===== src/shared/psa_consts.svh =====
// constants of the program-flow and indirect-addressing block
// How it works
// - counter is 13 bits; low byte readable and writable, upper five bits hidden
// - only a low-byte write copies the whole holding register into the upper counter bits; call and jump copy bits 4..3
// - low-byte write loads counter from result low and holding bits 4..0 high
// - call and jump take 11 opcode bits plus holding bits 4..3 as page
// - page bits do not reach program fetch on this small device
// - eight-entry 13-bit return stack with hidden pointer, outside program and data space
// - call and interrupt acknowledge push the whole counter
// - returns pop into the counter; holding register untouched by push and pop
// - pushes wrap; ninth push overwrites first stored entry
// - pops wrap; ninth pop returns same value as first
// - no overflow or underflow detection or status
// - virtual register access reaches register addressed by pointer
// - indirect read of the virtual register itself returns zero
// - indirect write of the virtual register itself stores nothing
// - effective indirect address is bank bit above 8-bit pointer; bank bit forced to zero unless USE_BANK is set
// - counter upper bits never copied back into holding register
`ifndef PSA_CONSTS_SVH
`define PSA_CONSTS_SVH

`define PSA_PC_W         13
`define PSA_BYTE_W       8
`define PSA_HOLD_W       5
`define PSA_OPADDR_W     11
`define PSA_EFF_W        9
`define PSA_STACK_DEPTH  8

`define PSA_OFS_VIRT     8'h00
`define PSA_OFS_LOW      8'h02
`define PSA_OFS_PTR      8'h04
`define PSA_OFS_HOLD     8'h0A

`define PSA_PAGE_HI      4
`define PSA_PAGE_LO      3

`define PSA_RST_PC       13'h0000
`define PSA_RST_HOLD     5'h00
`define PSA_RST_PTR      8'h00
`define PSA_SELF_RDATA   8'h00
`define PSA_PC_STEP      13'h0001
`define PSA_INT_VECTOR   13'h0004

`endif


===== src/shared/psa_pkg.sv =====
// types of the program-flow and indirect-addressing block
`include "psa_consts.svh"
package psa_pkg;

    typedef enum logic [2:0] {
        PSA_SRC_KEEP = 3'b000,
        PSA_SRC_STEP = 3'b001,
        PSA_SRC_LOW  = 3'b010,
        PSA_SRC_JUMP = 3'b011,
        PSA_SRC_CALL = 3'b100,
        PSA_SRC_RET  = 3'b101,
        PSA_SRC_INT  = 3'b110
    } psa_pc_src_t;

    typedef enum logic [2:0] {
        PSA_SEL_MEM  = 3'b000,
        PSA_SEL_LOW  = 3'b001,
        PSA_SEL_PTR  = 3'b010,
        PSA_SEL_HOLD = 3'b011,
        PSA_SEL_NONE = 3'b100
    } psa_sel_t;

    typedef struct packed {
        logic                       fetchStep;
        logic                       callOp;
        logic                       jumpOp;
        logic                       returnOp;
        logic                       intAck;
        logic [`PSA_OPADDR_W-1:0]   opAddr;
    } psa_flow_t;

    typedef struct packed {
        logic [`PSA_BYTE_W-1:0]     addr;
        logic [`PSA_BYTE_W-1:0]     wrData;
        logic                       wrStrobe;
        logic                       rdStrobe;
    } psa_reg_req_t;

    typedef struct packed {
        logic [`PSA_EFF_W-1:0]      addr;
        logic [`PSA_BYTE_W-1:0]     wrData;
        logic                       write;
        logic                       read;
    } psa_mem_req_t;

endpackage : psa_pkg


===== src/psa_stack.sv =====
// circular return-address stack
`timescale 1ns/1ps
module psa_stack
    import psa_pkg::*;
#(
    parameter int DEPTH = `PSA_STACK_DEPTH,
    parameter int WIDTH = `PSA_PC_W
) (
    input  wire logic             sys_clk,
    input  wire logic             rst_b,
    input  wire logic             push,
    input  wire logic             pop,
    input  wire logic [WIDTH-1:0] pushData,
    output logic      [WIDTH-1:0] topData
);
    localparam int PW = $clog2(DEPTH);

    initial begin
        if (DEPTH < 2 || (DEPTH & (DEPTH - 1)) != 0 || WIDTH < 1) begin
            $error("psa_stack: depth must be a power of two, width positive");
        end
    end

    // ****************************************
    // storage and pointer
    // ****************************************
    logic [WIDTH-1:0] entry [DEPTH];
    logic [PW-1:0]    ptr;
    logic [PW-1:0]    next_ptr;

    // pointer wraps freely, no overflow or underflow flag
    always_comb begin
        next_ptr = ptr;
        if (push) begin
            next_ptr = ptr + PW'(1);
        end else if (pop) begin
            next_ptr = ptr - PW'(1);
        end
    end

    always_ff @(posedge sys_clk or negedge rst_b) begin
        if (!rst_b) begin
            ptr <= '0;
        end else begin
            ptr <= next_ptr;
        end
    end

    // contents are not cleared by reset
    always_ff @(posedge sys_clk) begin
        if (push) begin
            entry[ptr] <= pushData;
        end
    end

    assign topData = entry[ptr - PW'(1)];
endmodule : psa_stack


===== src/psa_core.sv =====
// program counter, return stack and indirect addressing of the core
`timescale 1ns/1ps
module psa_core
    import psa_pkg::*;
#(
    parameter int                  FETCH_W    = 10,
    parameter logic                USE_BANK   = 1'b0,
    parameter logic [`PSA_PC_W-1:0] INT_VECTOR = `PSA_INT_VECTOR
) (
    input  wire logic                   sys_clk,
    input  wire logic                   rst_b,
    input  wire psa_flow_t              flowIn,
    input  wire logic                   bankBit,
    input  wire psa_reg_req_t           regReq,
    output logic      [`PSA_BYTE_W-1:0] regRdData,
    output psa_mem_req_t                memReq,
    input  wire logic [`PSA_BYTE_W-1:0] memRdData,
    output logic      [`PSA_PC_W-1:0]   programCounter,
    output logic      [FETCH_W-1:0]     fetchAddr
);

    initial begin
        if (FETCH_W < 1 || FETCH_W > `PSA_PC_W) begin
            $error("psa_core: fetch width must lie between 1 and the counter width");
        end
    end

    // ****************************************
    // address decode
    // ****************************************
    // effective target of a file access, direct or through the pointer
    function automatic psa_sel_t decodeTarget(
        input logic [`PSA_EFF_W-1:0] eff,
        input logic                  isSelf
    );
        psa_sel_t sel;
        sel = PSA_SEL_MEM;
        if (isSelf) begin
            sel = PSA_SEL_NONE;
        end else if (eff[`PSA_EFF_W-1] == 1'b0) begin
            case (eff[`PSA_BYTE_W-1:0])
                `PSA_OFS_LOW:  sel = PSA_SEL_LOW;
                `PSA_OFS_PTR:  sel = PSA_SEL_PTR;
                `PSA_OFS_HOLD: sel = PSA_SEL_HOLD;
                `PSA_OFS_VIRT: sel = PSA_SEL_NONE;
                default:       sel = PSA_SEL_MEM;
            endcase
        end
        return sel;
    endfunction : decodeTarget

    logic [`PSA_PC_W-1:0]   pc;
    logic [`PSA_HOLD_W-1:0] hold;
    logic [`PSA_BYTE_W-1:0] ptr;
    logic [`PSA_PC_W-1:0]   stackTop;

    logic                   isIndirect;
    logic                   isSelf;
    logic [`PSA_EFF_W-1:0]  effAddr;
    psa_sel_t               target;
    logic                   lowWrite;

    always_comb begin
        isIndirect = (regReq.addr == `PSA_OFS_VIRT);
        isSelf     = isIndirect && (ptr == `PSA_OFS_VIRT);
        if (isIndirect) begin
            effAddr = {bankBit & USE_BANK, ptr};
        end else begin
            effAddr = {1'b0, regReq.addr};
        end
        target   = decodeTarget(effAddr, isSelf);
        lowWrite = regReq.wrStrobe && (target == PSA_SEL_LOW);
    end

    // ****************************************
    // data memory forwarding
    // ****************************************
    always_comb begin
        memReq.addr   = effAddr;
        memReq.wrData = regReq.wrData;
        memReq.write  = regReq.wrStrobe && (target == PSA_SEL_MEM);
        memReq.read   = regReq.rdStrobe && (target == PSA_SEL_MEM);
    end

    // ****************************************
    // counter source selection
    // ****************************************
    psa_pc_src_t pcSrc;
    logic        stackPush;
    logic        stackPop;

    always_comb begin
        pcSrc = PSA_SRC_KEEP;
        if (flowIn.intAck) begin
            pcSrc = PSA_SRC_INT;
        end else if (flowIn.returnOp) begin
            pcSrc = PSA_SRC_RET;
        end else if (flowIn.callOp) begin
            pcSrc = PSA_SRC_CALL;
        end else if (flowIn.jumpOp) begin
            pcSrc = PSA_SRC_JUMP;
        end else if (lowWrite) begin
            pcSrc = PSA_SRC_LOW;
        end else if (flowIn.fetchStep) begin
            pcSrc = PSA_SRC_STEP;
        end
        stackPush = (pcSrc == PSA_SRC_INT) || (pcSrc == PSA_SRC_CALL);
        stackPop  = (pcSrc == PSA_SRC_RET);
    end

    // ****************************************
    // program counter
    // ****************************************
    logic [`PSA_PC_W-1:0] next_pc;

    always_comb begin
        case (pcSrc)
            PSA_SRC_STEP: next_pc = pc + `PSA_PC_STEP;
            PSA_SRC_LOW:  next_pc = {hold, regReq.wrData};
            PSA_SRC_JUMP: next_pc = {hold[`PSA_PAGE_HI:`PSA_PAGE_LO], flowIn.opAddr};
            PSA_SRC_CALL: next_pc = {hold[`PSA_PAGE_HI:`PSA_PAGE_LO], flowIn.opAddr};
            PSA_SRC_RET:  next_pc = stackTop;
            PSA_SRC_INT:  next_pc = INT_VECTOR;
            PSA_SRC_KEEP: next_pc = pc;
            default:      next_pc = pc;
        endcase
    end

    always_ff @(posedge sys_clk or negedge rst_b) begin
        if (!rst_b) begin
            pc <= `PSA_RST_PC;
        end else begin
            pc <= next_pc;
        end
    end

    assign programCounter = pc;
    // page bits sit in the counter but the small array sees only the low bits
    assign fetchAddr      = pc[FETCH_W-1:0];

    // ****************************************
    // holding register and pointer
    // ****************************************
    logic [`PSA_HOLD_W-1:0] next_hold;
    logic [`PSA_BYTE_W-1:0] next_ptr;

    // holding register only ever written by software, never from the counter
    always_comb begin
        next_hold = hold;
        next_ptr  = ptr;
        if (regReq.wrStrobe && target == PSA_SEL_HOLD) begin
            next_hold = regReq.wrData[`PSA_HOLD_W-1:0];
        end
        if (regReq.wrStrobe && target == PSA_SEL_PTR) begin
            next_ptr = regReq.wrData;
        end
    end

    always_ff @(posedge sys_clk or negedge rst_b) begin
        if (!rst_b) begin
            hold <= `PSA_RST_HOLD;
            ptr  <= `PSA_RST_PTR;
        end else begin
            hold <= next_hold;
            ptr  <= next_ptr;
        end
    end

    // ****************************************
    // return stack
    // ****************************************
    psa_stack #(
        .DEPTH (`PSA_STACK_DEPTH),
        .WIDTH (`PSA_PC_W)
    ) u_stack (
        .sys_clk  (sys_clk),
        .rst_b    (rst_b),
        .push     (stackPush),
        .pop      (stackPop),
        .pushData (pc),
        .topData  (stackTop)
    );

    // ****************************************
    // read data
    // ****************************************
    psa_sel_t               rdSel;
    psa_sel_t               next_rdSel;
    logic [`PSA_BYTE_W-1:0] rdOwn;
    logic [`PSA_BYTE_W-1:0] next_rdOwn;

    always_comb begin
        next_rdSel = rdSel;
        next_rdOwn = rdOwn;
        if (regReq.rdStrobe) begin
            next_rdSel = target;
            case (target)
                PSA_SEL_LOW:  next_rdOwn = pc[`PSA_BYTE_W-1:0];
                PSA_SEL_PTR:  next_rdOwn = ptr;
                PSA_SEL_HOLD: next_rdOwn = {{(`PSA_BYTE_W-`PSA_HOLD_W){1'b0}}, hold};
                PSA_SEL_NONE: next_rdOwn = `PSA_SELF_RDATA;
                default:      next_rdOwn = `PSA_SELF_RDATA;
            endcase
        end
    end

    always_ff @(posedge sys_clk or negedge rst_b) begin
        if (!rst_b) begin
            rdSel <= PSA_SEL_NONE;
            rdOwn <= `PSA_SELF_RDATA;
        end else begin
            rdSel <= next_rdSel;
            rdOwn <= next_rdOwn;
        end
    end

    assign regRdData = (rdSel == PSA_SEL_MEM) ? memRdData : rdOwn;
endmodule : psa_core


===== config.mk =====
export PLATFORM = sky130hd
export DESIGN_NAME = psa_core
export DESIGN_NICKNAME = d
export VERILOG_FILES = /design/src/shared/psa_pkg.sv /design/src/psa_stack.sv /design/src/psa_core.sv
export VERILOG_INCLUDE_DIRS = /design/src /design/src/shared
export SDC_FILE = /design/constraint.sdc
export NUM_CORES = 1
export LEC_CHECK = 0
export BUFFER_PORTS_ARGS = -buffer_cell sky130_fd_sc_hd__buf_2
export CAP_MARGIN = 20
export CORE_ASPECT_RATIO = 1.1
export CORE_MARGIN = 2
export CORE_UTILIZATION = 43
export CTS_BUF_LIST = sky130_fd_sc_hd__clkbuf_4 sky130_fd_sc_hd__clkbuf_8
export CTS_CLUSTER_DIAMETER = 60
export DETAILED_ROUTE_END_ITERATION = 8
export MAX_ROUTING_LAYER = met4
export PLACE_DENSITY_LB_ADDON = 0.1
export RECOVER_POWER = 50
export SLEW_MARGIN = 20
export SYNTH_ARGS = -nofsm -noshare
export SYNTH_HDL_FRONTEND = slang
export SYNTH_HIERARCHICAL = 1
export SYNTH_SLANG_ARGS = --single-unit

===== constraint.sdc =====
create_clock -name sys_clk -period 2.8 [get_ports sys_clk]
set_input_delay 0.56 -clock sys_clk [delete_from_list [all_inputs] [get_ports sys_clk]]
set_output_delay 0.56 -clock sys_clk [all_outputs]
set_load 0.05 [all_outputs]

Word level (Yosys, flattened, before mapping)
Memory sizes are Yosys's and may differ from the RTL's.
Cells that the tools add are included.
Widths: inputs -> output; s select.

word-level totals
  output and inout port bits = 50
  register bits = 40
  bits of input ports = 45
  bits in writable memories = 104
  memories = 1

memories
  name           words  width  read ports  clocked after Yosys merged registers in  wr ports  RTL line         RTL
  u_stack.entry  8      13     1           0                                        1         psa_stack.sv:27  logic [WIDTH-1:0] entry [DEPTH];

cells by class
  equality and inequality tests = 12
  mux-type cells = 17
  add/sub/neg operators = 3
  reductions and logical operators = 15

operators with widths
  operator               count
  $pmux 13 s5            1
  $logic_not 8->1        3
  $pmux 8 s3             1
  $mux 3                 7
  $mux 8                 2
  $add 13x1->13 const B  1
  $eq 3x2->1 const B     4
  $pmux 3 s4             1
  $eq 3x3->1 const B     3
  $eq 8x2->1 const B     1
  $eq 8x3->1 const B     1
  $eq 8x4->1 const B     1
  $eq 3x1->1 const B     2
  $logic_and 1x1->1      6
  $logic_not 3->1        2
  $reduce_bool 5->1      1
  $mux 2                 2
  $add 3x1->3 const B    1
  $mux 1                 3
  $sub 3x1->3 const B    1
  $reduce_bool 2->1      1
  $reduce_or 2->1        1
  $logic_or 1x1->1       1

Longest topological paths before layout
  depth after elaboration = 17
  mapped depth = 13

Cells and area by module
Netlist, hierarchy kept.

modules (own cells, without submodules)
  module     cells each  area an instance (um2)  instances  sequential area each (um2)
  psa_stack  267         4,377.9                 1          3,198.1
  psa_core   275         2,623.8                 1          927.1

Worst setup path after synthesis
No wires, ideal clock.

  path type = in2out
  start point = input port regReq[14] (netlist bit)
  end point = output port memReq[0] (netlist bit)
  arrival time = 2.269 ns
  stages on the path = 6
  required time = 2.240 ns
  setup slack = -0.029 ns
  buffers on the path = 0
  cell sequence = or2_2 or4_1 nor4_2 and3_1 a21oi_1 and2_1

RTL lines
  element          RTL line        RTL
  start, declared  psa_core.sv:14  input wire psa_reg_req_t regReq,
  end, declared    psa_core.sv:16  output psa_mem_req_t memReq,

==> reports/metrics.cfg <==
[synth]
synth_compound_area_share_pct=8.67
synthAdderAreaFrac_pct=0.536
async_flop_share_pct=27.8
yosysTopAreaCellShare_pct=44.6
synth.largest_area_cell=edfxtp_1
ys.flop_type=edfxtp_1
synth.most_common_cell=edfxtp_1
yosys_warnings=6
synth.avg_cell_area_um2=12.9
synth_enable_flop_cells=104
synth_xor_area_share_pct=1.22
synth_area_um2=7000
synthTopCellsByArea=edfxtp_1, dfrtp_1, mux2i_1
syn-num-nets=590
synth_common_cells=edfxtp_1, nand3_1, mux2i_1
synth_top_family_by_area=simple AND/OR/NAND/NOR gates
seq_area_frac_synth_pct=58.9
ys_seq_elements=144
synthSimpleGateAreaFrac_pct=14.0
synth.mux.area_fraction_pct=11.6
netlist_instances=542
synth_cell_types=66

[place]
postPlaceCellArea_um2=7840
gp_congestion=0.902
dpl.hpwl_mm=13.1
io_buffers=92

[setup_path]
endpoint_kind=output pin
rrSetupSlack_ps=90
path_cells=or4_4 -> o31a_4 -> nand2b_4 -> nand2_2 -> a21oi_2 -> and2_1 -> buf_6
path_max_fanout=3
worst_ep_arrival_time_ps=2270
crit_slowest_cell=or4_4
reg2reg_from=u_stack/ptr[0]
max_stage_delay_ps=580
worstSetupPathType=reg -> out
start_kind=register
r2r-end=programCounter[9]
worstPathRequired_ps=2240
worst_r2r_path_depth=7

[drt]
viasPerCell=5.72
drc=0
ant_nets=0
first_iter_violations=393
wl_mm=18.4
wire_per_inst_um=20.9
drt_pass1_iterations=5
via_count=5032

[pwr]
p_total_mw=8.87
power_density_nw_per_um2=1080
ir_drop_mv=0.454
p_leak_nw=3.27

[clock_tree]
cts-root-buf=clkbuf_8
h-tree-depth=4
clock-sinks=144
clk_latency_ps=450
cts_buffer_depth=2
cts_tree=built
clkTransAtPathRegs_ps=70
hold_buffers=0
cts_buffers=17

[global_route]
grt_start_max_net_pins=41
antenna_found_initial=0
gr-total-overflow=0
grt_use_total_pct=22.7
grt_pass1_vias=4861
grt_pass1_wl_mm=28.0

[sta]
fmax_ghz=0.353
worst_slack_ps=-31.6
final.period_utilization_pct=101
period_needed_ps=2830
setup_viol=2
hold_viol_final=0
rsz0062_at_grt=yes
tightest_slew_ps=2260
slew_headroom_pct=-50.7
drv_slew=41
skew_ps=12.8

[die]
die_y_um=138
die_x_um=126
start_util_pct=44.3
rows=48
dieArea_um2=17300
io_pins=95
core_area_um2=15800

[layout]
diodes=0
nFillCells=1386
seq_area_um2=4130
drive_above_1_share_pct=30.1
syn_to_final_growth_pct=17.8
design_area_um2=8250
multiInputGateArea_um2=2580
final_nets=715

[outcome]
status=finished, violations left
violations=max-capacitance violations, max-slew violations, negative setup slack

[run]
cap_viol_max_count=1

[hold_path]
min_to=ptr[6]
hold_path.class=in -> reg
worstHoldStart=regReq[8]
min_delay_path_depth=2

cells in the final DEF, fill, tap and decap left out, types with 13 or more instances in the layout:
| cell | instances |
|---|---|
| mux2i_1 | 57 |
| nor2_1 | 29 |
| clkbuf_8 | 19 |
| buf_4 | 40 |
| buf_2 | 80 |
| mux2_2 | 15 |
| a21oi_1 | 15 |
| clkbuf_1 | 24 |
| o21ai_0 | 13 |
| edfxtp_1 | 104 |
| dfrtp_1 | 39 |
| nand3_1 | 63 |
| and4_1 | 14 |
| nand2_1 | 23 |
state kept, by name, indices dropped and copies added, names as in the netlist:
register        cells
hold                5
programCounter     13
ptr                 8
rdOwn               8
rdSel               3
u_stack/entry     104
u_stack/ptr         3
how the worst max path moves through the flow:
stage / startpoint / end / slack (ps) / cells past startpoint
after floorplan: regReq[14] / memReq[0] / 20 / 6
after global placement: regReq[14] / memReq[0] / -170 / 8
after detailed placement: regReq[14] / memReq[0] / -180 / 8
after CTS: ptr[5] / memReq[0] / -60 / 7
after global routing: ptr[5] / memReq[0] / -130 / 7
final: ptr[5] / memReq[0] / -30 / 7
metal layers:
layer  part of all wire [%]  wire length (µm)  vias up  GRT usage (%)
li1                       -                 -     2315              -
met3                    5.5              1020       24           4.43
met5                      0                 0        -              -
met4                    1.9               359        0           7.41
met2                     51              9320      166           38.2
met1                     42              7730     2527           27.7
cell type report:
| type | count | share of cell area [%] |
|---|---|---|
| sequential | 144 | 50.0 |
| multi-input combinational | 346 | 31.3 |
| timing repair buffer | 149 | 10.4 |
| clock buffer | 25 | 3.72 |
| tap | 200 | 3.03 |
| clock inverter | 7 | 1.02 |
| inverter | 9 | 0.470 |
critical path: cells and delay by family, from the launching register on:
kind | cells | cell delay (ps)
and+or+nand+nor | 4 | 930
AOI/OAI and AO/OA | 2 | 350
DFF | 1 | 390
buffers and inverters | 1 | 150
kinds of logic after synthesis:
logic type,Yosys count
buffers and inverters,52
DFF,144
other,1
AOI/OAI and AO/OA,83
adders and majority gates,3
and+or+nand+nor,174
muxes,77
xor gates and xnor gates,8
per-stage QoR:
step,TNS (ps),worst slack [ps],std cells,hold WS [ps],utilization (%)
after global placement,-322,-167,844,492,49.7
after detailed placement,-354,-179,844,504,49.7
after global routing,-558,-133,880,384,52.2
after floorplan,0,21.0,542,264,-
final,-48.3,-31.6,880,404,52.2
after CTS,-110,-63.5,880,243,52.6
power by group:
group | internal [mW] | switching (mW)
clock | 0.889 | 0.733
sequential | 2.87 | 0.196
combinational | 1.46 | 2.73
total | 5.21 | 3.66
timing repair:
action	4_1_cts	5_1_grt
pin swaps	7	0
resized for setup	12	4
setup endpoints to repair	2	9
buffers inserted	4	0
Note: power is estimated with default switching activity, not from simulation.
